### src/core/tmr_pkg.sv
package tmr_pkg;

  // =====================================================
  // register byte offsets (APB, one aligned word each)
  localparam logic [7:0] OFS_CFG0 = 8'h00; // config_reg_zero
  localparam logic [7:0] OFS_CFG1 = 8'h04; // config_reg_one
  localparam logic [7:0] OFS_CFG2 = 8'h08; // config_reg_two
  localparam logic [7:0] OFS_PERIOD = 8'h0C;
  localparam logic [7:0] OFS_COMPARE = 8'h10;
  localparam logic [7:0] OFS_COUNT = 8'h14; // count_register, 16-bit view
  localparam logic [7:0] OFS_COUNT_LOW = 8'h18; // count_low_byte, 8-bit view
  localparam logic [7:0] OFS_CAPTURE = 8'h1C;
  localparam logic [7:0] OFS_STATUS = 8'h20;

  // =====================================================
  // config_reg_zero fields
  localparam int CFG0_RUN_BIT = 0;
  localparam int CFG0_MODE_BIT = 1;
  localparam int CFG0_DB_BIT = 2;

  // config_reg_two fields
  localparam int CFG2_GATE_LSB = 0;
  localparam int CFG2_CMP_LSB = 2;

  // status: sticky occurrence bits [3:0], mask bits [11:8]
  localparam int ST_TC = 0;
  localparam int ST_CMP = 1;
  localparam int ST_CAP = 2;
  localparam int ST_STOP = 3;
  localparam int ST_MASK_LSB = 8;

  // =====================================================
  // reset values and the stop-on-interrupt gate encoding
  localparam logic [15:0] PERIOD_RST = 16'hFFFF;
  localparam logic [15:0] COMPARE_RST = 16'h0000;
  localparam logic [1:0] GATE_STOP_ON_IRQ = 2'h3;

  // compare type encodings
  typedef enum logic [2:0] {
    CMP_EQ = 3'h0,
    CMP_LT = 3'h1,
    CMP_LE = 3'h2,
    CMP_GT = 3'h3,
    CMP_GE = 3'h4
  } cmp_type_t;

  // pin outputs travel together
  typedef struct packed {
    logic cmp;
    logic tc;
  } pin_out_t;

endpackage

### src/core/tmr_compare.sv
`timescale 1ns/1ps
// =====================================================
// compare condition decode and output shaping
module tmr_compare (
  input wire logic mclk_i, // block clock
  input wire logic reset_i, // sync reset, active high
  input wire logic pwm_i, // comparator mode active
  input wire logic run_i, // count advancing this cycle
  input wire logic reload_i, // count reloads from period next edge
  input wire logic [2:0] type_i, // compare type
  input wire logic [15:0] count_i, // present count
  input wire logic [15:0] compare_i, // compare value
  output logic cmp_o, // compare output level
  output logic event_o // compare interrupt event, one cycle except less-than, which holds while count is below compare
);

  // raw relation of count against compare value
  function automatic logic cond(input logic [2:0] t, input logic [15:0] c,
                                input logic [15:0] v);
    case (t)
      tmr_pkg::CMP_EQ: cond = (c == v);
      tmr_pkg::CMP_LT: cond = (c < v);
      tmr_pkg::CMP_LE: cond = (c <= v);
      tmr_pkg::CMP_GT: cond = (c > v);
      tmr_pkg::CMP_GE: cond = (c >= v);
      default: cond = 1'b0;
    endcase
  endfunction

  logic cmp_r;
  logic ev_r;
  logic live;

  assign live = cond(type_i, count_i, compare_i);

  // output only follows the condition while counting, so a stopped
  // timer freezes a high level instead of dropping it
  always_ff @(posedge mclk_i) begin
    if (reset_i) begin
      cmp_r <= 1'b0;
    end else if (!pwm_i) begin
      cmp_r <= 1'b0;
    end else if (run_i) begin
      cmp_r <= live;
    end
  end

  // interrupt event: equality types fire on match, less-than while below,
  // greater types once just after the reload
  always_ff @(posedge mclk_i) begin
    if (reset_i) begin
      ev_r <= 1'b0;
    end else begin
      case (type_i)
        tmr_pkg::CMP_EQ, tmr_pkg::CMP_LE: ev_r <= pwm_i && run_i && count_i == compare_i;
        tmr_pkg::CMP_LT: ev_r <= pwm_i && run_i && live;
        tmr_pkg::CMP_GT, tmr_pkg::CMP_GE: ev_r <= pwm_i && reload_i && run_i;
        default: ev_r <= 1'b0;
      endcase
    end
  end

  assign cmp_o = cmp_r;
  assign event_o = ev_r;

endmodule // tmr_compare

### src/core/tmr_apb_regs.sv
`timescale 1ns/1ps
// =====================================================
// APB slave decode helper: zero wait state, error on unmapped
module tmr_apb_decode (
  input wire logic psel_i, // apb select
  input wire logic penable_i, // apb enable
  input wire logic [7:0] paddr_i, // apb byte address
  output logic access_o, // access phase
  output logic mapped_o, // address hits a register
  output logic pready_o, // apb ready
  output logic pslverr_o // apb error
);

  // word-aligned hit test for every register offset
  always_comb begin
    case (paddr_i)
      tmr_pkg::OFS_CFG0, tmr_pkg::OFS_CFG1, tmr_pkg::OFS_CFG2,
      tmr_pkg::OFS_PERIOD, tmr_pkg::OFS_COMPARE, tmr_pkg::OFS_COUNT,
      tmr_pkg::OFS_COUNT_LOW, tmr_pkg::OFS_CAPTURE, tmr_pkg::OFS_STATUS: mapped_o = 1'b1;
      default: mapped_o = 1'b0;
    endcase
  end

  assign access_o = psel_i & penable_i;
  assign pready_o = access_o; // no wait states, answer in first access cycle
  assign pslverr_o = access_o & ~mapped_o;

endmodule // tmr_apb_decode

### src/core/tmr_block.sv
`timescale 1ns/1ps
// Behaviour
// - stop-on-interrupt mode counts after run bit set, stops on block interrupt
// - terminal count or capture events stop it; stop events do not, and compare events only occur in comparator mode
// - hardware clears run bit on stop; software must set it again
// - 16-bit count read outside comparator mode returns full count and copies it to capture
// - low byte read outside comparator mode captures both count bytes into capture register
// - comparator period is period value plus one, times one block clock
// - mode bit one selects comparator; type from config_reg_two three bits
// - type 000 eq, 001 lt, 010 le, 011 gt, 100 ge
// - true compare asserts output or interrupt, counting goes on
// - comparator reloads period at terminal count and keeps comparing
// - compare interrupt only raised when its mask bit is set
// - comparator mode with dead band bit drives terminal pin as complement
// - count register reads zero in comparator mode
// - type 000 gives one-cycle pulse and interrupt at equality
// - type 001 high below compare until terminal count
// - type 010 high from equality until terminal count
// - type 011 high from reload until count reaches compare plus one
// - type 100 high from reload until count reaches compare
// - output stays high if run cleared before its falling condition
// - count downward, reload period after zero
// - status occurrence bits sticky until software clears them
module tmr_block (
  input wire logic mclk_i, // 200 MHz block clock
  input wire logic reset_i, // sync reset, active high
  input wire logic psel_i, // apb select
  input wire logic penable_i, // apb enable
  input wire logic pwrite_i, // apb direction
  input wire logic [7:0] paddr_i, // apb byte address
  input wire logic [31:0] pwdata_i, // apb write data
  output logic [31:0] prdata_o, // apb read data
  output logic pready_o, // apb ready
  output logic pslverr_o, // apb error
  input wire logic capture_pin_i, // external capture request, async
  output logic cmp_o, // compare output pin
  output logic tc_o, // terminal count pin
  output logic irq_o // status interrupt level
);

  // =====================================================
  // bus decode
  logic access;
  logic mapped;
  logic wr;
  logic rd;

  tmr_apb_decode u_dec (
    .psel_i(psel_i),
    .penable_i(penable_i),
    .paddr_i(paddr_i),
    .access_o(access),
    .mapped_o(mapped),
    .pready_o(pready_o),
    .pslverr_o(pslverr_o)
  );

  assign wr = access & pwrite_i & mapped;
  assign rd = access & ~pwrite_i & mapped;

  // =====================================================
  // registers
  logic [7:0] cfg0_r;
  logic [7:0] cfg1_r;
  logic [7:0] cfg2_r;
  logic [15:0] period_r;
  logic [15:0] compare_r;
  logic [15:0] count_r;
  logic [15:0] count_nxt;
  logic [15:0] capture_r;
  logic [3:0] sticky_r;
  logic [3:0] mask_r;
  logic run_r;
  logic run_d_r;

  logic pwm_mode;
  logic stop_mode;
  logic terminal;
  logic stop_req;
  logic cmp_event;
  logic [3:0] events;
  logic cap_s1_r;
  logic cap_s2_r;
  logic cap_s3_r;
  logic cap_edge;
  tmr_pkg::pin_out_t pins;

  assign pwm_mode = cfg0_r[tmr_pkg::CFG0_MODE_BIT];
  assign stop_mode = ~pwm_mode &&
    cfg2_r[tmr_pkg::CFG2_GATE_LSB +: 2] == tmr_pkg::GATE_STOP_ON_IRQ;
  assign terminal = run_r && count_r == 16'h0000;

  // =====================================================
  // capture pin synchroniser, edge taken from second stage onward
  always_ff @(posedge mclk_i) begin
    if (reset_i) begin
      cap_s1_r <= 1'b0;
      cap_s2_r <= 1'b0;
      cap_s3_r <= 1'b0;
    end else begin
      cap_s1_r <= capture_pin_i;
      cap_s2_r <= cap_s1_r;
      cap_s3_r <= cap_s2_r;
    end
  end

  assign cap_edge = cap_s2_r & ~cap_s3_r;

  // =====================================================
  // configuration writes
  always_ff @(posedge mclk_i) begin
    if (reset_i) begin
      cfg1_r <= 8'h00;
      cfg2_r <= 8'h00;
      period_r <= tmr_pkg::PERIOD_RST;
      compare_r <= tmr_pkg::COMPARE_RST;
      mask_r <= 4'h0;
    end else if (wr) begin
      case (paddr_i)
        tmr_pkg::OFS_CFG1: cfg1_r <= pwdata_i[7:0];
        tmr_pkg::OFS_CFG2: cfg2_r <= pwdata_i[7:0];
        tmr_pkg::OFS_PERIOD: period_r <= pwdata_i[15:0];
        tmr_pkg::OFS_COMPARE: compare_r <= pwdata_i[15:0];
        tmr_pkg::OFS_STATUS: mask_r <= pwdata_i[tmr_pkg::ST_MASK_LSB +: 4];
        default: mask_r <= mask_r;
      endcase
    end
  end

  // config_reg_zero with run bit cleared by hardware on stop request;
  // the hardware clear wins so a stop in the write cycle is not lost
  always_ff @(posedge mclk_i) begin
    if (reset_i) begin
      cfg0_r <= 8'h00;
    end else begin
      if (wr && paddr_i == tmr_pkg::OFS_CFG0) begin
        cfg0_r <= pwdata_i[7:0];
      end
      if (stop_req) begin
        cfg0_r[tmr_pkg::CFG0_RUN_BIT] <= 1'b0;
      end
    end
  end

  // run follows the bit; a rising run bit reloads the count first
  always_ff @(posedge mclk_i) begin
    if (reset_i) begin
      run_r <= 1'b0;
      run_d_r <= 1'b0;
    end else begin
      run_r <= cfg0_r[tmr_pkg::CFG0_RUN_BIT] & ~stop_req;
      run_d_r <= run_r;
    end
  end

  // =====================================================
  // down counter with reload from period
  always_comb begin
    count_nxt = count_r;
    if (run_r && !run_d_r && count_r == 16'h0000) begin
      count_nxt = period_r;
    end else if (run_r) begin
      if (count_r == 16'h0000) begin
        count_nxt = period_r;
      end else begin
        count_nxt = count_r - 16'h0001;
      end
    end
  end

  // the count is loaded on each enable so period writes land on restart
  always_ff @(posedge mclk_i) begin
    if (reset_i) begin
      count_r <= 16'h0000;
    end else if (cfg0_r[tmr_pkg::CFG0_RUN_BIT] && !run_r && !stop_req) begin
      count_r <= period_r;
    end else begin
      count_r <= count_nxt;
    end
  end

  // =====================================================
  // comparator
  tmr_compare u_cmp (
    .mclk_i(mclk_i),
    .reset_i(reset_i),
    .pwm_i(pwm_mode),
    .run_i(run_r),
    .reload_i(terminal),
    .type_i(cfg2_r[tmr_pkg::CFG2_CMP_LSB +: 3]),
    .count_i(count_r),
    .compare_i(compare_r),
    .cmp_o(pins.cmp),
    .event_o(cmp_event)
  );

  // terminal pin pulses at zero, or is the complement in dead band mode
  assign pins.tc = (pwm_mode && cfg0_r[tmr_pkg::CFG0_DB_BIT]) ? ~pins.cmp : terminal;

  // =====================================================
  // events and sticky status
  assign events[tmr_pkg::ST_TC] = terminal;
  assign events[tmr_pkg::ST_CMP] = cmp_event;
  assign events[tmr_pkg::ST_CAP] = cap_edge;
  assign events[tmr_pkg::ST_STOP] = stop_req;

  // any unmasked source stops the gated timer; stop itself excluded
  // to avoid a combinational loop through its own event
  assign stop_req = stop_mode && run_r &&
    |(events[2:0] & mask_r[2:0]);

  // set wins over a write-one-to-clear in the same cycle
  always_ff @(posedge mclk_i) begin
    if (reset_i) begin
      sticky_r <= 4'h0;
    end else begin
      sticky_r <= (sticky_r & ~((wr && paddr_i == tmr_pkg::OFS_STATUS) ?
        pwdata_i[3:0] : 4'h0)) | events;
    end
  end

  assign irq_o = |(sticky_r & mask_r);

  // =====================================================
  // capture register: count reads outside comparator mode copy the live count
  always_ff @(posedge mclk_i) begin
    if (reset_i) begin
      capture_r <= 16'h0000;
    end else if (rd && !pwm_mode &&
      (paddr_i == tmr_pkg::OFS_COUNT || paddr_i == tmr_pkg::OFS_COUNT_LOW)) begin
      capture_r <= count_r;
    end else if (cap_edge) begin
      capture_r <= count_r;
    end
  end

  // =====================================================
  // read mux, combinational within the access cycle
  always_comb begin
    prdata_o = 32'h0000_0000;
    if (rd) begin
      case (paddr_i)
        tmr_pkg::OFS_CFG0: prdata_o = {24'h000000, cfg0_r};
        tmr_pkg::OFS_CFG1: prdata_o = {24'h000000, cfg1_r};
        tmr_pkg::OFS_CFG2: prdata_o = {24'h000000, cfg2_r};
        tmr_pkg::OFS_PERIOD: prdata_o = {16'h0000, period_r};
        tmr_pkg::OFS_COMPARE: prdata_o = {16'h0000, compare_r};
        tmr_pkg::OFS_COUNT: prdata_o = pwm_mode ? 32'h0000_0000 : {16'h0000, count_r};
        tmr_pkg::OFS_COUNT_LOW: prdata_o = pwm_mode ? 32'h0000_0000 :
          {24'h000000, count_r[7:0]};
        tmr_pkg::OFS_CAPTURE: prdata_o = {16'h0000, capture_r};
        tmr_pkg::OFS_STATUS: prdata_o = {20'h00000, mask_r, 4'h0, sticky_r};
        default: prdata_o = 32'h0000_0000;
      endcase
    end
  end

  assign cmp_o = pins.cmp;
  assign tc_o = pins.tc;

endmodule // tmr_block

### config.mk
export PLATFORM = sky130hd
export DESIGN_NAME = tmr_block
export DESIGN_NICKNAME = d
export VERILOG_FILES = /design/src/core/tmr_pkg.sv /design/src/core/tmr_compare.sv /design/src/core/tmr_apb_regs.sv /design/src/core/tmr_block.sv
export SDC_FILE = /design/constraint.sdc
export NUM_CORES = 1
export LEC_CHECK = 0
export ABC_CLOCK_PERIOD_IN_PS = 3100
export BUFFER_PORTS_ARGS = -buffer_cell sky130_fd_sc_hd__clkbuf_2
export CAP_MARGIN = 5
export CORE_MARGIN = 2
export CORE_UTILIZATION = 30
export CTS_BUF_LIST = sky130_fd_sc_hd__clkbuf_2
export DETAILED_ROUTE_END_ITERATION = 7
export GPL_TIMING_DRIVEN = 0
export PLACE_DENSITY = 0.49
export RECOVER_POWER = 50
export SETUP_SLACK_MARGIN = 0.15
export SYNTH_ARGS = -nofsm -noshare
export SYNTH_HDL_FRONTEND = slang
export SYNTH_HIERARCHICAL = 1
export SYNTH_SLANG_ARGS = --single-unit
### constraint.sdc
create_clock -name mclk_i -period 3.1 [get_ports mclk_i]
set_input_delay 0.62 -clock mclk_i [delete_from_list [all_inputs] [get_ports mclk_i]]
set_output_delay 0.62 -clock mclk_i [all_outputs]
set_load 0.01 [all_outputs]
Yosys cells after proc, flatten, opt, wreduce, memory -nomap -nowiden
Index checks and enable logic that the tools add are counted.
- flip-flop bits (word level): 103
- input bits: 46
- output and inout port bits: 37
- $add $sub $neg: 1
- $lt $le $gt $ge: 4
- eq/ne operators: 14
- mux-type cells: 15
- bitwise gates (word level): 19
- reduce and logical (&&, ||, !) cells: 40
- operators with widths (kind ; number):
    one-hot mux 16 bit (9 select lines) ; 1
    two-way mux 16 bit ; 8
    equality test 8 x 5 -> 1 bit, second input constant ; 4
    logical AND 1 bit ; 18
    equality test 16 bit ; 1
    equality test 8 x 4 -> 1 bit, second input constant ; 2
    >= comparator 16 bit ; 1
    > comparator 16 bit ; 1
    <= comparator 16 bit ; 1
    logical NOT 16 bit ; 1
    less-than comparator 16 bit ; 1
    subtractor 16 x 1 -> 16 bit, second input constant ; 1
    AND reduction 2 bit ; 5
    OR reduction 9 bit ; 1
    AND 1 bit ; 8
    AND 4 bit ; 2
    equality test 8 x 3 -> 1 bit, second input constant ; 1
    equality test 8 x 6 -> 1 bit, second input constant ; 1
    logical NOT 8 bit ; 1
    two-way mux 8 bit ; 1
    OR reduction 2 bit ; 4
    equality test 3 x 2 -> 1 bit, second input constant ; 2
    NOT 1 bit ; 6
    one-hot mux 1 bit (5 select lines) ; 1
    16 further kinds ; 20

Logic depth before layout (Yosys ltp)
Gate-level depths: netlist of the first run.
- depth in word-level cells: 9
- mapped depth: 10

By module
The synthesis of the first run kept the hierarchy.
- by module, submodules not included (module ; times used ; cells an instance ; area each (um2) ; sequential area each (um2)):
    tmr_block ; 1 ; 645 ; 5127.4 ; 2001.9
    tmr_compare ; 1 ; 79 ; 575.6 ; 40.0
    tmr_apb_decode ; 1 ; 7 ; 51.3 ; 0.0

Worst setup path before layout of the first run
Ideal clock, no wire load.
- kind: in2out
- start point: in paddr_i[4]
- end point: out prdata_o[10]
- data arrival time: 2.319 ns
- data required time: 2.480 ns
- slack: 0.161 ns
- cell stages on the path: 5
- path through: buf_2 or4b_4 nor4_1 a222oi_1 a21oi_1
- longest elaborated chain between the ends: 5
- elaborated cells on any way between the ends: 14
- those cells by class: eq/ne (8); mux (3); bitwise (1); reduce/logical (2)
- RTL lines (what ; RTL line ; RTL):
    start: declaration ; tmr_block.sv:30 ; input wire logic [7:0] paddr_i,
    equality test 8 x 6 -> 1 bit, or another cell as far along ; tmr_apb_regs.sv:16, tmr_block.sv:242 ;
    OR reduction 9 bit ; tmr_apb_regs.sv:16 ; case (paddr_i)
    two-way mux 1 bit ; tmr_apb_regs.sv:16 ;
    AND 1 bit ; tmr_block.sv:59 ; assign rd = access & ~pwrite_i & mapped;
    two-way mux 16 bit * ; tmr_block.sv:241 ; if (rd) begin
    end: declaration ; tmr_block.sv:32 ; output logic [31:0] prdata_o,
Every way passes the cells marked *; elsewhere a longest branch is shown, timed or not.

Worst setup path in the final report of the first run
- start point: in paddr_i[5]
- end point: out prdata_o[2]
The elaborated chain is that of the path after synthesis.

==> impl_metrics.env, run 1 <==
export IMPL_cp_arrival_ps=2410
export IMPL_globalRouteOverflowTotal=0
export IMPL_io_buffers=50
export IMPL_cts_buffer_depth=2
export IMPL_required_ps=2480
export IMPL_grt_pass1_wl_mm=33.2
export IMPL_synth_area_um2=5750
export IMPL_post_dp_hpwl_mm=16.2
export IMPL_synthDistinctLibCells=64
export IMPL_cts_tree="done"
export IMPL_p_leak_nw=2.91
export IMPL_io_pins=83
export IMPL_path_clk_slew_ps=280
export IMPL_die_w_um=142
export IMPL_cp_start_kind="primary input"
export IMPL_reg2reg_slack_ps=530
export IMPL_outcome="complete, no violations"
export IMPL_syn_area_per_cell_um2=7.87
export IMPL_endpoint_kind="output pin"
export IMPL_fin_setup_tns_ps=0
export IMPL_antenna_found_initial=1
export IMPL_firstDrtPassIters=7
export IMPL_cp_max_fo=8
export IMPL_root_buffer="clkbuf_2"
export IMPL_cpMaxStageDelayCell="o32ai_1"
export IMPL_synth_edf_count=0
export IMPL_core_um2=18800
export IMPL_maxSlewViolCount=0
export IMPL_multi_input_area_um2=3590
export IMPL_ir_drop_uv=176
export IMPL_cp_num_buf_inv=2
export IMPL_power_density_nw_per_um2=304
export IMPL_grt_max_degree=18
export IMPL_hold_class="primary input to flop"
export IMPL_setup_violations=0
export IMPL_async_reset_ff_share_pct=0
export IMPL_cp_cell_sequence="clkbuf_2 > nor3_2 > nand2_1 > o32ai_1 > a221oi_1 > a21oi_1 > clkbuf_2"
export IMPL_start_util_pct=30.7
export IMPL_htreeDepth=3
export IMPL_max_cap_violations=0
export IMPL_dieArea_um2=20300
export IMPL_cts_sinks=102
export IMPL_grt_pass1_vias=5430
export IMPL_syn2layout_area_growth_pct=21.5
export IMPL_drive_gt1_share_pct=21.4
export IMPL_routed_via_density=5.48
export IMPL_finalNetCount=894
export IMPL_rsz0062_at_grt="yes"
export IMPL_ys_ff_latch=102
export IMPL_fill_cells=2007
export IMPL_slowest_delay_ps=470
export IMPL_synth_warnings=6
export IMPL_ys_seq_area_share_pct=35.5
export IMPL_fin_crit_ps=3030
export IMPL_route_vias_total=5865
export IMPL_worst_slew_pin_slew_ps=735
export IMPL_drt_wirelength_per_cell_um=20.6
export IMPL_drt_iter0_drc=624
export IMPL_critPathTopFamily="compound AO/OA/AOI/OAI gates"
export IMPL_core_rowCount=50
export IMPL_totalWireLength_mm=22.0
export IMPL_final_seq_area_um2=2060
export IMPL_hold_viol_final=0
export IMPL_path_class="primary input to output pin"
export IMPL_ant_nets=0
export IMPL_slew_headroom_pct=51.0
export IMPL_gp_congestion=0.894
export IMPL_cpMostUsedCell="clkbuf_2"
export IMPL_total_power_mw=2.12
export IMPL_worstSkewPairLatency_ps=650
export IMPL_fin_skew_ps=26.6
export IMPL_timing_fmax_mhz=330
export IMPL_cts_made_buffers=9
export IMPL_drc=0
export IMPL_synth_flop_cell="dfxtp_1"
export IMPL_die_y_um=142
export IMPL_final_period_utilization_pct=97.8
export IMPL_syn_inst=731
export IMPL_grt_usage_pct=21.8
[cells in the mapped netlist, drive strengths merged, types with 3 or more instances]
library cell,number,area share (%)
nand2,111,7.2
nor4,11,1.7
o211ai,3,0.39
ha,18,3.9
a2111oi,3,0.50
dfxtp,102,35
a21oi,59,5.1
a22oi,13,1.7
nor3b,3,0.39
o21ai,20,1.7
o31ai,3,0.39
a222oi,5,0.87
nand3,41,3.6
nor2,74,4.8
or3,4,0.43
a221oi,7,1.2
a22o,10,1.5
nor3,14,1.3
nor2b,11,1.2
and3,14,1.5
o22ai,5,0.54
inv,26,1.7
clkbuf,36,2.3
nand4,8,0.87
o32ai,3,0.46
mux2i,49,8.5
a31oi,10,1.1
and2,3,0.33
buf,25,3.0
nand2b,5,0.54
a2bb2oi,3,0.46
[power by group]
part           internal [mW]  switching [mW]  leakage, nW
registers               1.32        0.000944        0.827
logic                 0.0659           0.130         2.02
clock network          0.109           0.500       0.0576
[final timing paths]
| kind | startpoint | end | cells past startpoint |
|---|---|---|---|
| max | paddr_i[5] | prdata_o[2] | 7 |
| min | capture_pin_i | cap_s1_r$_SDFF_PP0_ | 2 |
| max reg2reg | count_r[4]$_SDFFE_PP0P_ | count_r[12]$_SDFFE_PP0P_ | 9 |
| min reg2reg | cap_s1_r$_SDFF_PP0_ | cap_s2_r$_SDFF_PP0_ | 1 |
[sequential cells by signal, indices dropped and copies added, names as in the netlist, 4 cells and up]
name and flops:
mask_r 4, count_r 16, sticky_r 4, capture_r 16, cfg0_r 8, period_r 16, cfg2_r 8, compare_r 16
cfg1_r 8
[placed cells by master (no fill, tap or decap), types with 8 or more instances in the layout]
cell type | Yosys | routed
a21oi_1 | 59 | 54
a22o_1 | 10 | 10
a22oi_1 | 13 | 13
a31oi_1 | 10 | 8
and3_1 | 14 | 14
buf_2 | 7 | 11
buf_4 | 18 | 40
clkbuf_1 | 36 | 26
clkbuf_2 | 0 | 48
clkbuf_4 | 0 | 8
conb_1 | 1 | 16
dfxtp_1 | 102 | 91
dfxtp_2 | 0 | 10
ha_1 | 18 | 17
inv_1 | 26 | 24
mux2i_1 | 49 | 49
nand2_1 | 111 | 110
nand3_1 | 41 | 41
nand4_1 | 8 | 8
nor2_1 | 74 | 63
nor2_2 | 0 | 9
nor2b_1 | 11 | 11
nor3_1 | 13 | 13
o21ai_0 | 19 | 19
[stage by stage]
stage          hold slack, ps  setup slack [ps]  area, um2  utilization, %  cells
5_1_grt                   112              26.7       6990            37.2   1070
3_5_place_dp              445             -1020       6360            33.9   1030
4_1_cts                   119              73.8       6790            36.2   1064
3_3_place_gp              429             -1010       6350            33.9   1030
2_1_floorplan             414               161       5810               -    746
6_report                  171              68.1       6990            37.2   1070
[final cells by class]
class | instances | area share (%)
diodes | 1 | 0.0358
plain buffers | 60 | 5.32
clock buffers | 9 | 0.644
clock inverters | 7 | 0.716
inverters | 26 | 1.47
multi-input cells | 557 | 51.3
flip-flops and latches | 102 | 29.4
well taps | 234 | 4.19
repair buffers | 74 | 6.89
[timing repair]
action | 4_1_cts | 5_1_grt
gates resized for setup | 56 | 62
endpoints found under the setup margin | 17 | 17
pin swaps | 11 | 10
cloned | 0 | 1
hold buffers | 0 | 0
setup buffers | 18 | 5
[per-layer routing]
metal,GRT usage (%),vias to the layer above,share of wire (%)
li1,-,2795,-
met1,30.6,2785,46
met2,34.5,256,45
met3,3.47,29,6.7
met4,6.62,0,2.1
met5,0,-,0
[cells by family (layout without fill, tap and decap cells)]
kind of cell | after synthesis | after routing | share of synthesized area (%)
AND/OR/NAND/NOR | 312 | 312 | 26.0
AO/OA/AOI/OAI | 159 | 159 | 18.3
flip-flops | 102 | 102 | 35.5
buffers and inverters | 87 | 176 | 7.00
multiplexers | 51 | 51 | 9.11
adder cells (fa/ha/maj) | 18 | 18 | 3.91
other | 1 | 17 | 0.0652
XOR/XNOR | 1 | 1 | 0.152
Note: power is estimated with default switching activity, not from simulation.
==> run 2, diff against run 1 <==
- CELL_PAD_IN_SITES_DETAIL_PLACEMENT: default -> 1
- CELL_PAD_IN_SITES_GLOBAL_PLACEMENT: default -> 1
- PLACE_DENSITY: 0.49 -> 0.62
==> run 2 against run 1 <==
  * The flow now finishes with violations (negative setup slack)
  * Die area unchanged
  * Sequential power about the same
  * Power increased by 8.0%
  * Global-route usage rose by 2.4 points
  * Hold slack worse by 89 ps
  * Core utilization up 0.87 points
  * First-iteration DRC count fell by 26%
  * Largest cell class unchanged
  * Highest routed layer unchanged
==> impl_metrics.env, run 2 (same netlist as run 1, synthesis figures left out) <==
export IMPL_route_vias_total=6139
export IMPL_power_frac_clock_pct=33.5
export IMPL_hold_end="cap_s1_r$_SDFF_PP0_"
export IMPL_cp_start_kind="flop"
export IMPL_start_util_pct=30.7
export IMPL_final_area_um2=7150
export IMPL_grt_pass1_vias=6168
export IMPL_combPwrFrac_pct=9.0
export IMPL_final_common_cell="nand2_1"
export IMPL_core_rowCount=50
export IMPL_grt_pass1_wl_mm=36.9
export IMPL_root_buffer="clkbuf_2"
export IMPL_core_um2=18800
export IMPL_firstDrtPassIters=7
export IMPL_routed_via_density=5.66
export IMPL_finalNetCount=907
export IMPL_cp_arrival_ps=2480
export IMPL_cp_cell_sequence="nor4_4 > clkbuf_1 > nand2_1 > a21oi_1 > clkbuf_2"
export IMPL_cts_buffer_depth=2
export IMPL_fin_setup_tns_ps=-4.45
export IMPL_p_seq_share_pct=57.5
export IMPL_outcome="finished with violations"
export IMPL_die_y_um=142
export IMPL_setup_violations=1
export IMPL_holdWs_ps=82.2
export IMPL_r2r_start="count_r[4]$_SDFFE_PP0P_"
export IMPL_p_leak_nw=2.99
export IMPL_ant_nets=0
export IMPL_syn2layout_area_growth_pct=24.3
export IMPL_setup_ws_ps=-4.45
export IMPL_slowest_delay_ps=550
export IMPL_gr_usage_met3_pct=3.40
export IMPL_globalRouteOverflowTotal=0
export IMPL_worstSkewPairLatency_ps=710
export IMPL_timing_fmax_mhz=322
export IMPL_hold_class="primary input to flop"
export IMPL_gp_congestion=0.943
export IMPL_grt_usage_pct=24.2
export IMPL_cts_tree="done"
export IMPL_cts_sinks=102
export IMPL_worst_slew_pin_slew_ps=750
export IMPL_path_clk_slew_ps=360
export IMPL_io_pins=83
export IMPL_fin_skew_ps=49.6
export IMPL_min_from="capture_pin_i"
export IMPL_fin_crit_ps=3100
export IMPL_cts_made_buffers=9
export IMPL_drc=0
export IMPL_htreeDepth=3
export IMPL_r2r_end="count_r[15]$_SDFFE_PP0P_"
export IMPL_met1_usage_pct=31.2
export IMPL_drt_wirelength_per_cell_um=22.7
export IMPL_switching_power_mw=0.698
export IMPL_rsz0062_at_grt="yes"
export IMPL_worstRegToRegCells=18
export IMPL_violations="negative setup slack"
export IMPL_final_cell_mix="nand2_1 (109), dfxtp_1 (92), nor2_1 (65)"
export IMPL_critPathTopFamily="flip-flops"
export IMPL_path_class="flop to output pin"
export IMPL_whs_path_depth=2
export IMPL_grt_max_degree=20
export IMPL_die_w_um=142
export IMPL_power_density_nw_per_um2=321
export IMPL_power_internal_mw=1.60
export IMPL_maxSlewViolCount=0
export IMPL_grtUsageMet2_pct=40.9
export IMPL_totalWireLength_mm=24.6
export IMPL_hold_viol_final=0
export IMPL_endpoint_kind="output pin"
export IMPL_max_cap_violations=0
export IMPL_slew_headroom_pct=50.0
export IMPL_cp_max_fo=8
export IMPL_final_period_utilization_pct=100
export IMPL_post_dp_hpwl_mm=18.0
export IMPL_required_ps=2480
export IMPL_swShare_pct=30.4
export IMPL_dieArea_um2=20300
export IMPL_drive_gt1_share_pct=21.8
export IMPL_antenna_found_initial=1
export IMPL_cp_num_buf_inv=2
export IMPL_place_area_um2=6360
export IMPL_reg2reg_slack_ps=180
export IMPL_cpMaxStageDelayCell="dfxtp_1"
export IMPL_ir_drop_uv=144
export IMPL_io_buffers=50
export IMPL_drt_iter0_drc=460
export IMPL_busiest_layer="met2"
[run 2: worst max-delay path by stage]
stage,startpoint,end,depth (start not counted)
after floorplan,paddr_i[4],prdata_o[10],5
after global placement,paddr_i[2],prdata_o[0],9
after detailed placement,paddr_i[2],prdata_o[11],9
after CTS,count_r[4]$_SDFFE_PP0P_,tc_o,6
after global routing,count_r[9]$_SDFFE_PP0P_,tc_o,5
final,cfg0_r[1]$_SDFFE_PP0P_,prdata_o[3],5
[run 2: metrics by stage]
stage	power (mW)	util (%)	setup slack, ps	instances
global route	2.37	38.1	-55.6	1083
CTS	2.30	37.5	123	1077
finish	2.29	38.1	-4.45	1084
detailed placement	1.52	33.9	-1100	1030
floorplan	1.44	-	161	746
global placement	1.52	33.9	-1070	1030
[run 2: power groups by stage]
stage                     Sequential, mW  Clock [mW]  Combinational, mW
after floorplan                     1.34           0             0.0991
after global placement              1.34           0              0.177
after detailed placement            1.34           0              0.180
after CTS                           1.32       0.778              0.198
after global routing                1.32       0.827              0.221
final                               1.32       0.769              0.208
[run 2: timing repair]
item	CTS	global route
resized for setup	81	43
buffers inserted	30	5
pin swaps	14	5
hold buffers	0	0
setup endpoints to repair	17	18
gates cloned	1	0
hold endpoints to repair	0	0
[run 2: routing by layer]
layer	part of all wire (%)	vias to the layer above
met1	44	3037
met5	0	-
met2	47	219
li1	-	2822
met4	3.5	0
met3	4.9	61
[run 2: final cells by class]
type	count	area [um2]
inverters	26	97.6
repair buffers	86	563
fillers	2334	11600
diodes	2	5.00
clock buffers	9	45.0
flip-flops and latches	102	2060
multi-input cells	557	3600
plain buffers	61	399
well taps	234	293
clock inverters	7	90.1
